$ cat src/include/eesq_regs.vh
// register offsets, field positions, codes and reset values of eesq_top
`ifndef EESQ_REGS_VH
`define EESQ_REGS_VH

// register byte offsets on the apb bus
`define EESQ_A_STATUS 8'h00
`define EESQ_A_SPC 8'h04
`define EESQ_A_SSR 8'h08
`define EESQ_A_VBR 8'h0C
`define EESQ_A_EXCEPTION_CODE 8'h10
`define EESQ_A_INTERRUPT_CODE 8'h14
`define EESQ_A_INTERRUPT_CODE_COPY 8'h18
`define EESQ_A_TEA 8'h1C
`define EESQ_A_PAGE_ENTRY_HIGH 8'h20
`define EESQ_A_MMU_CONTROL 8'h24
`define EESQ_A_TRA 8'h28
`define EESQ_A_CTRL 8'h2C

// status word fields
`define EESQ_SR_MD 30
`define EESQ_SR_RB 29
`define EESQ_SR_BL 28
`define EESQ_SR_IM_LSB 4
`define EESQ_SR_ENTRY 32'h7000_0000
`define EESQ_SR_INIT 32'h7000_00F0

// other fields
`define EESQ_CTRL_BYPASS 0
`define EESQ_RC_LSB 0
`define EESQ_VPN_LSB 10
`define EESQ_CODE_W 12
`define EESQ_TRA_W 10

// reset values and fixed addresses
`define EESQ_VBR_INIT 32'h0000_0000
`define EESQ_RESET_PC 32'hA000_0000
`define EESQ_USER_TOP 32'h8000_0000
`define EESQ_OFF_INT 32'h0000_0600
`define EESQ_OFF_MISS 32'h0000_0400
`define EESQ_OFF_GEN 32'h0000_0100
`define EESQ_UNDEF_NIB 4'hF

// event codes
`define EESQ_C_POR 12'h000
`define EESQ_C_MAN 12'h020
`define EESQ_C_TLB_R 12'h040
`define EESQ_C_TLB_W 12'h060
`define EESQ_C_IPW 12'h080
`define EESQ_C_PROT_R 12'h0A0
`define EESQ_C_PROT_W 12'h0C0
`define EESQ_C_ADR_R 12'h0E0
`define EESQ_C_ADR_W 12'h100
`define EESQ_C_TRAP 12'h160
`define EESQ_C_ILL 12'h180
`define EESQ_C_SLOT 12'h1A0
`define EESQ_C_BRK 12'h1E0
`define EESQ_C_DMA 12'h5C0

// access sizes
`define EESQ_SZ_WORD 2'b01
`define EESQ_SZ_LONG 2'b10

`endif

$ cat src/logic/eesq_top.v
// exception and interrupt entry sequencer with apb register access
//
// Functional notes
// RULE1 - interrupts taken only at instruction boundary; pc and status saved
// RULE2 - interrupt entry sets mask, privilege, bank bits and both codes
// RULE3 - interrupt entry fetches from vector base plus 0x600
// RULE4 - mask bit blocks events except unmaskable interrupt with bypass set
// RULE5 - exceptions save state, vector 0x400 for miss, else 0x100
// RULE6 - power-on pin low: code 0, base cleared, status init, fetch reset pc
// RULE7 - manual reset pin low: code 0x020, otherwise as power-on
// RULE8 - during pin reset: indicator low, both state outputs high
// RULE9 - debug reset command acts as power-on reset with code 0
// RULE10 - translation fault records address, page number, keeps space id
// RULE11 - miss: increment counter if all ways valid, else first invalid
// RULE12 - no match: code 0x040 read or 0x060 write, miss vector
// RULE13 - match but unusable: counter gets way, read/write code, 0x100
// RULE14 - store to unwritten page: code 0x080, counter gets hit way
// RULE15 - access rights check for privileged and user mode
// RULE16 - rights violation: code 0x0A0 or 0x0C0, counter gets hit way
// RULE17 - address errors record fault address, code 0x0E0 or 0x100
// RULE18 - soft call saves next pc, operand is 4x immediate, code 0x160
// RULE19 - undefined or user privileged op outside slot: code 0x180
// RULE20 - illegal op in delay slot: code 0x1A0, saves branch pc
// RULE21 - user break: code 0x1E0, pc chosen by break timing
// RULE22 - dma misalignment: code 0x5C0, saves next pc
// RULE23 - exception while masked resets core state, jumps to reset pc
// RULE24 - masked ordinary interrupt stays pending until mask cleared
// RULE25 - resets beat exceptions beat interrupts; one entry per cycle
`timescale 1ns/1ns
`include "eesq_regs.vh"

module eesq_top #(
  parameter NWAY = 4,
  parameter RCW = 2,
  parameter AW = 8
) (
  // clock and reset
  input wire pclk,
  input wire presetn,
  // apb slave
  input wire psel,
  input wire penable,
  input wire pwrite,
  input wire [AW-1:0] paddr,
  input wire [31:0] pwdata,
  output wire [31:0] prdata,
  output wire pready,
  output wire pslverr,
  // reset pins and debug port
  input wire poweron_reset_pin_n,
  input wire manual_reset_pin_n,
  input wire debug_reset_req,
  output wire reset_indicator_output_n,
  output wire state_out_0,
  output wire state_out_1,
  // pipeline
  input wire boundary,
  input wire [31:0] cur_pc,
  input wire [31:0] next_pc,
  input wire [31:0] branch_pc,
  input wire fetch_valid,
  input wire [31:0] fetch_addr,
  input wire dec_valid,
  input wire [15:0] dec_opcode,
  input wire dec_in_slot,
  input wire dec_priv,
  input wire dec_pc_write,
  input wire trap_valid,
  input wire [7:0] trap_imm,
  // interrupt request
  input wire irq_req,
  input wire irq_unmaskable,
  input wire [11:0] irq_code,
  output wire irq_ack,
  // memory access and translation lookup
  input wire mem_valid,
  input wire mem_write,
  input wire [1:0] mem_size,
  input wire [31:0] mem_addr,
  input wire [NWAY-1:0] way_hit,
  input wire [NWAY-1:0] way_valid,
  input wire hit_usable,
  input wire hit_written,
  input wire [1:0] hit_rights,
  // break and dma
  input wire brk_valid,
  input wire brk_post,
  input wire dma_valid,
  input wire [1:0] dma_size,
  input wire [1:0] dma_addr_lo,
  // fetch redirection
  output wire fetch_redirect,
  output wire [31:0] fetch_target,
  output wire core_reset
);

  localparam ST_RUN = 2'b01;
  localparam ST_RST = 2'b10;

  reg [1:0] state_q;
  reg [1:0] pin_s1_q;
  reg [1:0] pin_s2_q;
  reg [31:0] status_q;
  reg [31:0] spc_q;
  reg [31:0] ssr_q;
  reg [31:0] vbr_q;
  reg [11:0] exception_code_q;
  reg [11:0] interrupt_code_q;
  reg [11:0] interrupt_code_copy_q;
  reg [31:0] tea_q;
  reg [31:0] page_entry_high_q;
  reg [31:0] mmu_control_q;
  reg [9:0] tra_q;
  reg [31:0] ctrl_q;
  reg [31:0] prdata_q;
  reg [31:0] target_q;
  reg redirect_q;
  reg core_rst_q;

  // misaligned word or longword access
  function misal;
    input [1:0] lo;
    input [1:0] sz;
    begin
      misal = ((sz == `EESQ_SZ_WORD) && lo[0]) ||
              ((sz == `EESQ_SZ_LONG) && (lo != 2'b00));
    end
  endfunction

  // index of lowest set bit, zero when none
  function [RCW-1:0] first_one;
    input [NWAY-1:0] v;
    integer i;
    begin
      first_one = {RCW{1'b0}};
      for (i = NWAY - 1; i >= 0; i = i - 1) begin
        if (v[i]) begin
          first_one = i[RCW-1:0];
        end
      end
    end
  endfunction

  // rights: bit1 opens user access, bit0 opens writes
  function rights_ok;
    input [1:0] pr;
    input priv;
    input wr;
    begin
      rights_ok = (priv | pr[1]) & (~wr | pr[0]);
    end
  endfunction

  // register map decode, shared by read and write paths
  function addr_ok;
    input [AW-1:0] a;
    begin
      case (a)
        `EESQ_A_STATUS, `EESQ_A_SPC, `EESQ_A_SSR, `EESQ_A_VBR,
        `EESQ_A_EXCEPTION_CODE, `EESQ_A_INTERRUPT_CODE, `EESQ_A_INTERRUPT_CODE_COPY, `EESQ_A_TEA,
        `EESQ_A_PAGE_ENTRY_HIGH, `EESQ_A_MMU_CONTROL, `EESQ_A_TRA,
        `EESQ_A_CTRL: addr_ok = 1'b1;
        default: addr_ok = 1'b0;
      endcase
    end
  endfunction

  // status fields
  wire bl = status_q[`EESQ_SR_BL];
  wire priv = status_q[`EESQ_SR_MD];
  wire user = ~priv;
  wire bypass = ctrl_q[`EESQ_CTRL_BYPASS];
  wire [RCW-1:0] rc = mmu_control_q[`EESQ_RC_LSB +: RCW];
  wire por_n = pin_s2_q[0];
  wire pin_rst = ~pin_s2_q[0] | ~pin_s2_q[1];
  wire in_rst = state_q[1];

  // translation and address checks
  wire hit = |way_hit;
  wire [RCW-1:0] hit_way = first_one(way_hit);
  wire [RCW-1:0] free_way = first_one(~way_valid);
  wire all_valid = &way_valid;
  wire ok_rt = rights_ok(hit_rights, priv, mem_write); // [RULE15]
  wire m_user = user & (mem_addr >= `EESQ_USER_TOP);
  wire m_aerr = mem_valid & (misal(mem_addr[1:0], mem_size) | m_user);
  wire m_miss = mem_valid & ~hit;
  wire m_inval = mem_valid & hit & ~hit_usable;
  wire m_prot = mem_valid & hit & hit_usable & ~ok_rt;
  wire m_ipw = mem_valid & hit & hit_usable & ok_rt & mem_write &
               ~hit_written;
  wire f_user = user & (fetch_addr >= `EESQ_USER_TOP);
  wire f_aerr = fetch_valid & (fetch_addr[0] | f_user); // [RULE17]
  wire undef = dec_opcode[15:12] == `EESQ_UNDEF_NIB;
  wire bad_op = undef | (dec_priv & user);
  wire d_ill = dec_valid & ~dec_in_slot & bad_op; // [RULE19]
  wire d_slot = dec_valid & dec_in_slot & (bad_op | dec_pc_write); // [RULE20]
  wire brk_eff = brk_valid & ~bl; // no break trap while masked
  wire dma_err = dma_valid & misal(dma_addr_lo, dma_size); // [RULE22]

  // exception selection; one winner per cycle
  reg ex_take;
  reg [11:0] ex_code;
  reg [31:0] ex_off;
  reg [31:0] ex_spc;
  reg ex_tea;
  reg ex_vpn;
  reg ex_rc;
  reg [RCW-1:0] ex_rc_val;
  always @* begin
    ex_take = 1'b1;
    ex_code = `EESQ_C_POR;
    ex_off = `EESQ_OFF_GEN; // [RULE5]
    ex_spc = cur_pc;
    ex_tea = 1'b0;
    ex_vpn = 1'b0;
    ex_rc = 1'b0;
    ex_rc_val = hit_way;
    if (f_aerr) begin
      ex_code = `EESQ_C_ADR_R; // [RULE17]
      ex_spc = fetch_addr;
      ex_tea = 1'b1;
    end else if (d_slot) begin
      ex_code = `EESQ_C_SLOT; // [RULE20]
      ex_spc = branch_pc;
    end else if (d_ill) begin
      ex_code = `EESQ_C_ILL; // [RULE19]
    end else if (trap_valid) begin
      ex_code = `EESQ_C_TRAP; // [RULE18]
      ex_spc = next_pc;
    end else if (m_aerr) begin
      ex_code = mem_write ? `EESQ_C_ADR_W : `EESQ_C_ADR_R; // [RULE17]
      ex_tea = 1'b1;
    end else if (m_miss) begin
      ex_code = mem_write ? `EESQ_C_TLB_W : `EESQ_C_TLB_R; // [RULE12]
      ex_off = `EESQ_OFF_MISS; // [RULE5]
      ex_tea = 1'b1;
      ex_vpn = 1'b1;
      ex_rc = 1'b1;
      // [RULE11]
      ex_rc_val = all_valid ? rc + {{(RCW-1){1'b0}}, 1'b1} : free_way;
    end else if (m_inval) begin
      ex_code = mem_write ? `EESQ_C_TLB_W : `EESQ_C_TLB_R; // [RULE13]
      ex_tea = 1'b1;
      ex_vpn = 1'b1;
      ex_rc = 1'b1;
    end else if (m_prot) begin
      ex_code = mem_write ? `EESQ_C_PROT_W : `EESQ_C_PROT_R; // [RULE16]
      ex_tea = 1'b1;
      ex_vpn = 1'b1;
      ex_rc = 1'b1;
    end else if (m_ipw) begin
      ex_code = `EESQ_C_IPW; // [RULE14]
      ex_tea = 1'b1;
      ex_vpn = 1'b1;
      ex_rc = 1'b1;
    end else if (brk_eff) begin
      ex_code = `EESQ_C_BRK; // [RULE21]
      ex_spc = brk_post ? next_pc : cur_pc;
    end else if (dma_err) begin
      ex_code = `EESQ_C_DMA; // [RULE22]
      ex_spc = next_pc;
    end else begin
      ex_take = 1'b0;
    end
  end

  // interrupt acceptance; a masked request just stays waiting
  wire int_ok = ~bl | (irq_unmaskable & bypass); // [RULE4] [RULE24]
  wire int_take = boundary & irq_req & int_ok; // [RULE1]
  wire run = ~in_rst & ~pin_rst & ~debug_reset_req;
  assign irq_ack = run & ~ex_take & int_take; // [RULE25]

  // apb: zero wait states, read data captured in the setup phase
  wire wr_en = psel & penable & pwrite & addr_ok(paddr);
  assign pready = 1'b1;
  assign pslverr = psel & penable & ~addr_ok(paddr);
  assign prdata = prdata_q;

  // read mux; unmapped offsets read as zero
  reg [31:0] rd_mux;
  always @* begin
    case (paddr)
      `EESQ_A_STATUS: rd_mux = status_q;
      `EESQ_A_SPC: rd_mux = spc_q;
      `EESQ_A_SSR: rd_mux = ssr_q;
      `EESQ_A_VBR: rd_mux = vbr_q;
      `EESQ_A_EXCEPTION_CODE: rd_mux = {20'h0_0000, exception_code_q};
      `EESQ_A_INTERRUPT_CODE: rd_mux = {20'h0_0000, interrupt_code_q};
      `EESQ_A_INTERRUPT_CODE_COPY: rd_mux = {20'h0_0000, interrupt_code_copy_q};
      `EESQ_A_TEA: rd_mux = tea_q;
      `EESQ_A_PAGE_ENTRY_HIGH: rd_mux = page_entry_high_q;
      `EESQ_A_MMU_CONTROL: rd_mux = mmu_control_q;
      `EESQ_A_TRA: rd_mux = {22'h00_0000, tra_q};
      `EESQ_A_CTRL: rd_mux = ctrl_q;
      default: rd_mux = 32'h0000_0000;
    endcase
  end

  // reset pins come from outside, two flops before any use
  always @(posedge pclk or negedge presetn) begin
    if (!presetn) begin
      pin_s1_q <= 2'b00;
      pin_s2_q <= 2'b00;
    end else begin
      pin_s1_q <= {manual_reset_pin_n, poweron_reset_pin_n};
      pin_s2_q <= pin_s1_q;
    end
  end

  // pin reset state; indicator follows it, state pins also go high on core reset
  assign reset_indicator_output_n = ~in_rst; // [RULE8]
  assign state_out_0 = in_rst | core_rst_q; // [RULE8]
  assign state_out_1 = in_rst | core_rst_q;
  assign fetch_redirect = redirect_q;
  assign fetch_target = target_q;
  assign core_reset = core_rst_q;

  // main sequencer; software writes first, hardware events override
  // them in the same cycle so an event is never lost to a write
  always @(posedge pclk or negedge presetn) begin
    if (!presetn) begin
      state_q <= ST_RST;
      status_q <= `EESQ_SR_INIT;
      spc_q <= 32'h0000_0000;
      ssr_q <= 32'h0000_0000;
      vbr_q <= `EESQ_VBR_INIT;
      exception_code_q <= `EESQ_C_POR;
      interrupt_code_q <= 12'h000;
      interrupt_code_copy_q <= 12'h000;
      tea_q <= 32'h0000_0000;
      page_entry_high_q <= 32'h0000_0000;
      mmu_control_q <= 32'h0000_0000;
      tra_q <= 10'h000;
      ctrl_q <= 32'h0000_0000;
      prdata_q <= 32'h0000_0000;
      target_q <= `EESQ_RESET_PC;
      redirect_q <= 1'b0;
      core_rst_q <= 1'b0;
    end else begin
      redirect_q <= 1'b0;
      core_rst_q <= 1'b0;
      if (psel && !penable) begin
        prdata_q <= rd_mux;
      end
      if (wr_en) begin
        case (paddr)
          `EESQ_A_STATUS: status_q <= pwdata;
          `EESQ_A_SPC: spc_q <= pwdata;
          `EESQ_A_SSR: ssr_q <= pwdata;
          `EESQ_A_VBR: vbr_q <= pwdata;
          `EESQ_A_EXCEPTION_CODE: exception_code_q <= pwdata[11:0];
          `EESQ_A_INTERRUPT_CODE: interrupt_code_q <= pwdata[11:0];
          `EESQ_A_TEA: tea_q <= pwdata;
          `EESQ_A_PAGE_ENTRY_HIGH: page_entry_high_q <= pwdata;
          `EESQ_A_MMU_CONTROL: mmu_control_q <= pwdata;
          `EESQ_A_TRA: tra_q <= pwdata[9:0];
          `EESQ_A_CTRL: ctrl_q <= pwdata;
          default: ;
        endcase
      end
      case (state_q)
        ST_RST: begin
          // held while a pin is low; fetch restarts on release
          if (pin_rst) begin
            exception_code_q <= por_n ? `EESQ_C_MAN : `EESQ_C_POR; // [RULE6] [RULE7]
            vbr_q <= `EESQ_VBR_INIT;
            status_q <= `EESQ_SR_INIT;
          end else begin
            state_q <= ST_RUN;
            redirect_q <= 1'b1;
            target_q <= `EESQ_RESET_PC; // [RULE6]
          end
        end
        ST_RUN: begin
          if (pin_rst) begin
            state_q <= ST_RST; // [RULE25]
            exception_code_q <= por_n ? `EESQ_C_MAN : `EESQ_C_POR; // [RULE7]
            vbr_q <= `EESQ_VBR_INIT;
            status_q <= `EESQ_SR_INIT;
          end else if (debug_reset_req) begin
            exception_code_q <= `EESQ_C_POR; // [RULE9]
            vbr_q <= `EESQ_VBR_INIT;
            status_q <= `EESQ_SR_INIT;
            redirect_q <= 1'b1;
            target_q <= `EESQ_RESET_PC;
          end else if (ex_take && bl) begin
            // nested exception: core state back to reset values only
            status_q <= `EESQ_SR_INIT; // [RULE23]
            vbr_q <= `EESQ_VBR_INIT;
            core_rst_q <= 1'b1;
            redirect_q <= 1'b1;
            target_q <= `EESQ_RESET_PC; // [RULE23]
          end else if (ex_take) begin
            spc_q <= ex_spc; // [RULE5]
            ssr_q <= status_q;
            status_q <= status_q | `EESQ_SR_ENTRY;
            exception_code_q <= ex_code;
            redirect_q <= 1'b1;
            target_q <= vbr_q + ex_off;
            if (ex_tea) begin
              tea_q <= f_aerr ? fetch_addr : mem_addr; // [RULE10]
            end
            if (ex_vpn) begin
              // page number only; the space id field is left alone
              page_entry_high_q[31:`EESQ_VPN_LSB] <= mem_addr[31:`EESQ_VPN_LSB];
            end
            if (ex_rc) begin
              mmu_control_q[`EESQ_RC_LSB +: RCW] <= ex_rc_val; // [RULE11]
            end
            if (trap_valid && !f_aerr && !d_slot && !d_ill) begin
              tra_q <= {trap_imm, 2'b00}; // [RULE18]
            end
          end else if (int_take) begin
            spc_q <= next_pc; // [RULE1]
            ssr_q <= status_q;
            status_q <= status_q | `EESQ_SR_ENTRY; // [RULE2]
            interrupt_code_q <= irq_code; // [RULE2]
            interrupt_code_copy_q <= irq_code;
            redirect_q <= 1'b1;
            target_q <= vbr_q + `EESQ_OFF_INT; // [RULE3]
          end
        end
        default: begin
          state_q <= ST_RST;
        end
      endcase
    end
  end

endmodule // eesq_top

$ cat config.mk
export PLATFORM = sky130hd
export DESIGN_NAME = eesq_top
export DESIGN_NICKNAME = d
export VERILOG_FILES = /design/src/logic/eesq_top.v
export VERILOG_INCLUDE_DIRS = /design/src /design/src/include
export SDC_FILE = /design/constraint.sdc
export NUM_CORES = 1
export LEC_CHECK = 0
export BUFFER_PORTS_ARGS = -buffer_cell sky130_fd_sc_hd__buf_2
export CAP_MARGIN = 25
export CORE_ASPECT_RATIO = 0.6
export CORE_MARGIN = 1.5
export CORE_UTILIZATION = 40
export DETAILED_ROUTE_END_ITERATION = 12
export SLEW_MARGIN = 20
export SYNTH_ARGS = -nofsm -noshare
export SYNTH_HDL_FRONTEND = slang
export SYNTH_SLANG_ARGS = --single-unit
$ cat constraint.sdc
create_clock -name pclk -period 4.1 [get_ports pclk]
set_clock_uncertainty 0.2 [all_clocks]
set_input_delay 0.82 -clock pclk [delete_from_list [all_inputs] [get_ports pclk]]
set_output_delay 0.82 -clock pclk [all_outputs]
set_load 0.01 [all_outputs]
==> flow_summary.yaml, run 1 <==
drt:
  met3_length_um: 11800
  routed_wl_um: 90300
  ant_nets: 0
  routed.top_layer: "met5"
  wl_met1_um: 43100
  drt_iter0_drc: 2657
  drcViolationCount: 0
  detail_route.vias_per_cell: 6.26
  met2RoutedLength_um: 34100
  wl_per_cell_um: 28.7
  dr.pass1.iters: 6
  num_vias: 19707
worst_setup_path:
  r2r_cells: 13
  r2r_start: "status_q[30]"
  critPathMaxStageDelay_ns: 0.66
  worstPathMaxFanout: 6
  r2r_setup_slack_ns: 0.52
  crit_arrival_ns: 2.83
  path_class: "reg -> out"
  crit_required_ns: 3.08
  path_delay_family: "simple AND/OR/NAND/NOR gates"
  regToRegEndpoint: "fetch_target[31]"
  cp-start-kind: "flip-flop"
  cp_cell_sequence: "nor2b_2, o31ai_2, buf_4, nand3_1, nor4_4, and3_1, buf_2"
  cp-end-kind: "output port"
  slowest_stage: "dfstp_2"
  crit_buf_inv: 2
logic_synthesis:
  synthTopCellsByArea: "dfrtp_1, nand2_1, mux2i_1"
  synthXorXnorAreaFrac: 0.00957
  ys_seq_elements: 374
  synthSimpleGateAreaFrac: 0.159
  async_flop_share: 1.00
  synth_area_leader_cell: "dfrtp_1"
  synth_top_family_by_area: "compound AO/OA/AOI/OAI gates"
  synthAdderAreaFrac: 0.00373
  ys_warn_count: 0
  syn_avg_cell_area_um2: 9.35
  synthFlopType: "dfrtp_1"
  netlist_area_um2: 20100
  ys_seq_area_frac: 0.465
  synth_top_area_frac: 0.452
  synth_edf_count: 0
  syn_nets: 2437
  syn_inst: 2155
  synth-compound-area-share: 0.218
  synth.distinct_cells: 84
  synthMuxAreaShare: 0.103
global_route:
  antenna_found_initial: 5
  grtUsageTotal: 0.345
  grt_pass1_wl_um: 130000
  overflow: 0
  grt_pass1_vias: 18248
  grt_max_degree: 114
clocking:
  clk_latency_ns: 0.56
  ctsHoldBuffers: 0
  post_cts_resized: 0
  h-tree-depth: 2
  cts_tree: "yes"
  cts.sinks: 374
  ctsRootBufferMaster: "clkbuf_16"
  cts_setup_buffers: 0
  cts_buffers: 39
  cts.path.max_buffers: 3
  clk_pin_slew_ns: 0.06
die:
  core-area_um2: 49600
  ioPinCount: 348
  die_w_um: 293
  die_y_um: 177
  die_area_um2: 51800
  start_util: 0.406
  row_count: 63
finish:
  postLayoutCoreUtil: 0.490
  drive_gt1_frac: 0.268
  finalNonFillerCells: 3149
  nNetsFinal: 2746
  syn_to_final_growth_pct: 20.6
  design_area_um2: 24300
timing:
  worst-slew-pin-transition_ns: 1.02
  hold_violations: 0
  tns_ns: 0
  grt_setup_unrepaired: "false"
  setup_viol: 0
  fin_crit_sh: 0.940
  finalCriticalPeriod_ns: 3.85
  max_freq_mhz: 260
  drv_slew: 0
  slew_headroom: 0.312
  fin_ws_ns: 0.247
pwr:
  irDropWorstVdd_v: 0.000297
  p_leak_uw: 0.0106
  powerDensity_nw_per_um2: 425
place:
  dp_hpwl_um: 66400
  pre_cts_ws_ns: 0.147
  dp.cells: 3073
  dpl-instance-area_um2: 23000
  gp_congestion: 0.962
  numPortBuffers: 334
job:
  max_cap_viol_count: 0
worst_hold_path:
  hold_path_class: "in -> async"
status:
  outcome: "finished clean"
[area by class of cell]
type	count	area, um2
inverters	22	82.6
repair buffers	439	2660
flip-flops and latches	374	9370
diodes	5	12.5
clock buffers	59	1150
well taps	650	813
multi-input cells	1588	10100
clock inverters	12	139
fillers	4706	25300
[power breakdown]
part,total (uW),leakage [uW],internal [uW],switching (uW)
clock network,3660,0.000634,2080,1590
registers,4510,0.00509,4060,457
logic,2160,0.00483,733,1420
[stage by stage]
step	hold WS (ns)	power, uW
2_1_floorplan	0.131	5450
3_3_place_gp	0.139	6580
3_5_place_dp	0.144	6630
4_1_cts	0.157	10300
5_1_grt	0.174	10700
6_report	0.159	10300
[layout by cell type, fill, tap and decap left out, drive strengths merged, types with 6 or more instances in the layout]
master	Yosys	final
clkinv	0	9
and3	41	41
mux2i	112	112
dfstp	10	10
o211ai	9	9
o221ai	29	29
a211oi	10	10
ha	6	6
a221oi	52	52
xor2	6	6
nand4	15	15
clkbuf	101	59
o31ai	12	12
nor4	11	11
a31o	28	28
nand3	17	17
a22oi	69	69
mux2	84	84
a22o	56	56
nor2	116	116
buf	70	439
a41oi	6	6
a21oi	128	128
dfrtp	364	364
nand2	455	455
and2	12	12
inv	22	22
xnor2	16	16
nor2b	14	14
nor3	26	26
a31oi	65	65
o21ai	129	129
[layer usage]
metal	global-route usage	vias to the layer above
li1	-	8491
met1	0.553	9949
met2	0.446	1165
met3	0.108	100
met4	0.0531	2
met5	0	-
[Yosys cell counts (all sizes together), types with 56 or more instances]
cell type	count
o21ai	129
nand2	455
mux2	84
mux2i	112
a22o	56
nor2	116
a31oi	65
buf	70
a22oi	69
dfrtp	364
a21oi	128
clkbuf	101
[how the worst max path moves through the flow]
stage,from,endpoint,cells past startpoint
2_1_floorplan,mem_write,irq_ack,7
4_1_cts,status_q[30],irq_ack,7
5_1_grt,status_q[30],irq_ack,7
3_5_place_dp,dec_opcode[14],fetch_target[31],14
3_3_place_gp,dec_opcode[14],fetch_target[16],15
6_report,status_q[30],irq_ack,7
[logic make-up (layout without fill, tap and decap cells)]
family                     Yosys count  in the layout
xor gates and xnor gates            22             22
buffers and inverters              193            532
adders and majority gates            6              6
AOI/OAI and AO/OA                  634            634
DFF                                374            374
muxes                              196            196
other                                1              6
and+or+nand+nor                    729            729
[worst register-to-register path: stages (launching register included)]
cell,delay (ns)
dfstp_2,0.66
nor2b_2,0.12
o31ai_2,0.36
nand2_1,0.14
nor3_1,0.20
buf_4,0.20
nand4_1,0.17
inv_1,0.10
ha_1,0.26
a31oi_1,0.29
o31ai_4,0.25
and4bb_2,0.33
xnor2_1,0.12
a21oi_1,0.14
Power figures use the tool's default switching activity.
==> run 2: changes to the inputs <==
--- a/config.mk
+++ b/config.mk
@@ -12,6 +12,7 @@
 export CORE_MARGIN = 1.5
 export CORE_UTILIZATION = 40
 export DETAILED_ROUTE_END_ITERATION = 12
+export MAX_ROUTING_LAYER = met4
 export SLEW_MARGIN = 20
 export SYNTH_ARGS = -nofsm -noshare
 export SYNTH_HDL_FRONTEND = slang
==> flow_summary.yaml, run 2 (synthesized netlist as in run 1, its figures left out) <==
timing:
  setup_viol: 0
  finalCriticalPeriod_ns: 3.90
  max_freq_mhz: 257
  worst-slew-pin-transition_ns: 1.02
  tns_ns: 0
  slew_headroom: 0.314
  drv_slew: 0
  hold_violations: 0
  fin_crit_sh: 0.951
  grt_setup_unrepaired: "false"
clocking:
  post_cts_resized: 0
  cts.sinks: 374
  cts_tree: "yes"
  h-tree-depth: 2
  clk_latency_ns: 0.56
  ctsRootBufferMaster: "clkbuf_16"
  cts_setup_buffers: 0
  cts_buffers: 40
  cts.path.max_buffers: 3
  clk_pin_slew_ns: 0.06
  ctsHoldBuffers: 0
finish:
  design_area_um2: 24300
  multiInputGateArea_um2: 10100
  final_cell_mix: "nand2_1, dfrtp_1, buf_2"
  nNetsFinal: 2752
  drive_gt1_frac: 0.267
  area.sequential_um2: 9370
  syn_to_final_growth_pct: 20.7
  final_common_cell: "nand2_1"
  fill_cells: 4704
place:
  numPortBuffers: 334
  dpl-instance-area_um2: 23000
  dp_hpwl_um: 65900
  gp_congestion: 1.04
drt:
  drt_iter0_drc: 2294
  dr.pass1.iters: 9
  drcViolationCount: 0
  detail_route.vias_per_cell: 6.24
  ant_nets: 0
  num_vias: 19669
  routed_wl_um: 89600
  wl_per_cell_um: 28.4
global_route:
  antenna_found_initial: 3
  grt_pass1_wl_um: 130000
  grt_pass1_vias: 18612
  overflow: 0
  grtUsageTotal: 0.355
  grt_max_degree: 110
worst_setup_path:
  cp.depth: 7
  critPathMaxStageDelay_ns: 0.67
  slowest_stage: "dfstp_2"
  crit_required_ns: 3.08
  path_class: "reg -> out"
  r2r_start: "status_q[30]"
  crit_buf_inv: 2
  r2r_cells: 13
  cp_cell_sequence: "buf_4, nor2_1, a211o_4, o21a_4, nor4_4, and3_1, buf_2"
  cp-start-kind: "flip-flop"
  cp-end-kind: "output port"
  crit_arrival_ns: 2.88
  path_delay_family: "flip-flops"
  r2r_setup_slack_ns: 0.45
  regToRegEndpoint: "fetch_target[16]"
  worstPathMaxFanout: 12
pwr:
  powerDensity_nw_per_um2: 423
  p_leak_uw: 0.0106
  p_total_uw: 10300
  irDropWorstVdd_v: 0.000323
worst_hold_path:
  hold_path_class: "in -> async"
die:
  start_util: 0.406
  row_count: 63
  die_y_um: 177
  core-area_um2: 49600
  die_w_um: 293
  ioPinCount: 348
  die_area_um2: 51800
job:
  max_cap_viol_count: 0
status:
  outcome: "finished clean"
[run 2: area by class of cell]
type | count | share of cell area
sequential | 374 | 0.386
inverter | 22 | 0.00340
timing repair buffer | 444 | 0.111
clock inverter | 4 | 0.00206
multi-input combinational | 1588 | 0.414
tap | 650 | 0.0335
clock buffer | 64 | 0.0499
antenna | 4 | 0.000412
[run 2: stage by stage]
stage                     worst slack (ns)  hold WS, ns  instances   util
final                                0.203       0.0849       3150  0.490
after detailed placement            0.0981        0.137       3078  0.465
after global routing                 0.188        0.153       3147  0.490
after CTS                            0.264        0.151       3146  0.490
after global placement               0.156        0.139       3078  0.465
after floorplan                      0.584        0.131       2155      -
[run 2: how the worst max path moves through the flow]
| stage | startpoint | to | slack, ns |
|---|---|---|---|
| after floorplan | mem_write | irq_ack | 0.58 |
| after global placement | dec_opcode[14] | fetch_target[16] | 0.16 |
| after detailed placement | dec_opcode[14] | fetch_target[16] | 0.1 |
| after CTS | status_q[30] | irq_ack | 0.26 |
| after global routing | status_q[30] | irq_ack | 0.19 |
| final | status_q[30] | irq_ack | 0.20 |
[run 2: layer usage]
layer,up-vias,part of all wire,GRT usage,wire length [um]
met5,-,0,-,0
met4,0,0.019,0.0710,1690
met3,113,0.14,0.142,12900
met2,1263,0.37,0.436,33400
met1,9805,0.46,0.531,41600
li1,8488,-,-,-
[run 2: where the power goes]
part / internal (uW) / total, uW / switching, uW
combinational: 742 / 2160 / 1420
clock: 2030 / 3610 / 1580
sequential: 4060 / 4510 / 450
total: 6830 / 10300 / 3450
==> run 3: changes to the inputs <==
--- a/config.mk
+++ b/config.mk
@@ -8,11 +8,12 @@
 export LEC_CHECK = 0
 export BUFFER_PORTS_ARGS = -buffer_cell sky130_fd_sc_hd__buf_2
 export CAP_MARGIN = 25
-export CORE_ASPECT_RATIO = 0.6
+export CORE_ASPECT_RATIO = 1.2
 export CORE_MARGIN = 1.5
 export CORE_UTILIZATION = 40
 export DETAILED_ROUTE_END_ITERATION = 12
 export MAX_ROUTING_LAYER = met4
+export REMOVE_ABC_BUFFERS = 1
 export SLEW_MARGIN = 20
 export SYNTH_ARGS = -nofsm -noshare
 export SYNTH_HDL_FRONTEND = slang
==> flow_summary.yaml, run 3 (synthesized netlist as in run 1, its figures left out) <==
clocking:
  ctsHoldBuffers: 0
  cts_setup_buffers: 0
  post_cts_resized: 0
  ctsRootBufferMaster: "clkbuf_16"
  cts.path.max_buffers: 3
  cts_tree: "yes"
  clk_pin_slew_ns: 0.07
  cts_buffers: 40
  h-tree-depth: 2
  clk_latency_ns: 0.55
  cts.sinks: 374
worst_setup_path:
  crit_required_ns: 3.08
  crit_arrival_ns: 2.87
  cp_cell_sequence: "inv_1, nand2_1, o21ai_1, nor4_4, and3_1, buf_2"
  worstPathMaxFanout: 11
  r2r_start: "status_q[30]"
  r2r_cells: 14
  cp-start-kind: "flip-flop"
  cp-end-kind: "output port"
  regToRegEndpoint: "fetch_target[16]"
  path_class: "reg -> out"
  r2r_setup_slack_ns: 0.47
  critPathMaxStageDelay_ns: 0.66
  slowest_stage: "dfstp_2"
global_route:
  grt_max_degree: 100
  grt_pass1_vias: 19483
  overflow: 0
  antenna_found_initial: 1
  grt_pass1_wl_um: 122000
  grtUsageTotal: 0.323
pwr:
  powerDensity_nw_per_um2: 412
  p_total_uw: 10000
  p_leak_uw: 0.0106
  irDropWorstVdd_v: 0.000314
place:
  dpl-instance-area_um2: 23000
  dp_hpwl_um: 56000
  numPortBuffers: 334
  dp.cells: 3057
  gp_congestion: 0.942
  pre_cts_ws_ns: 0.125
drt:
  num_vias: 19482
  ant_nets: 0
  detail_route.vias_per_cell: 6.22
  routed_wl_um: 82500
  wl_per_cell_um: 26.4
  dr.pass1.iters: 5
  drt_iter0_drc: 2005
  drcViolationCount: 0
timing:
  hold_violations: 0
  setup_viol: 0
  slew_headroom: 0.284
  grt_setup_unrepaired: "false"
  max_freq_mhz: 257
  finalCriticalPeriod_ns: 3.89
  drv_slew: 0
  worst-slew-pin-transition_ns: 1.07
  fin_ws_ns: 0.213
  fin_crit_sh: 0.948
finish:
  final_common_cell: "nand2_1"
  final_cell_mix: "nand2_1, dfrtp_1, buf_2"
  nNetsFinal: 2745
  finalNonFillerCells: 3130
  syn_to_final_growth_pct: 20.6
  design_area_um2: 24300
  fill_cells: 4742
  drive_gt1_frac: 0.268
die:
  die_area_um2: 51700
  die_w_um: 208
  die_y_um: 249
  ioPinCount: 348
  core-area_um2: 49400
  row_count: 89
  start_util: 0.407
worst_hold_path:
  hold_path_class: "in -> async"
status:
  outcome: "finished clean"
job:
  max_cap_viol_count: 0
==> run 3: changes by cell type in the layout (fill, tap and decap cells not counted), sizes merged <==
cell      previous run  this run
clkbuf              64        60
diode                4         1
buf                444       437
clkinvlp             0         2
inv                 24        22
clkinv               2         8
bufinv               0         1
==> run 3: how the worst max path moves through the flow <==
stage	startpoint	endpoint	slack, ns	cells past startpoint
2_1_floorplan	dma_addr_lo[0]	spc_q[26]	-1.60	6
5_1_grt	status_q[30]	irq_ack	0.15	7
3_5_place_dp	dec_opcode[15]	fetch_target[16]	0.12	15
6_report	status_q[28]	irq_ack	0.21	6
3_3_place_gp	dec_opcode[15]	fetch_target[16]	0.15	15
4_1_cts	status_q[30]	irq_ack	0.26	7
==> run 3: final cells by class <==
type / count / area [um2] / area share
Antenna cell: 1 / 2.50 / 0.000103
Clock buffer: 60 / 1180 / 0.0485
Sequential cell: 374 / 9370 / 0.386
Clock inverter: 11 / 85.1 / 0.00350
Multi-Input combinational cell: 1588 / 10100 / 0.415
Tap cell: 637 / 797 / 0.0328
Timing Repair Buffer: 437 / 2700 / 0.111
Inverter: 22 / 82.6 / 0.00340
==> run 3: worst max-delay path, delay by kind of cell (launching register included) <==
family / cells / cell delay [ns]
compound gates: 1 / 0.37
buf+inv: 2 / 0.45
flops: 1 / 0.66
simple gates: 3 / 0.81
==> run 3: report_power, final <==
part           switching, uW  total (uW)  internal (uW)
logic                   1340        2070            730
clock network           1550        3600           2050
registers                284        4340           4060
==> run 3: metrics by stage <==
stage                     setup TNS, ns  hold WS [ns]   util
after floorplan                 -190.02         0.131      -
after global placement                0         0.136  0.465
after detailed placement              0         0.141  0.465
after CTS                             0         0.143  0.491
after global routing                  0         0.156  0.491
final                                 0        0.0991  0.491
==> run 3: per-layer routing <==
metal	global-route usage	vias up	part of all wire
li1	-	8473	-
met1	0.412	9808	0.41
met2	0.507	1008	0.47
met3	0.0566	193	0.085
met4	0.132	0	0.039
met5	-	-	0
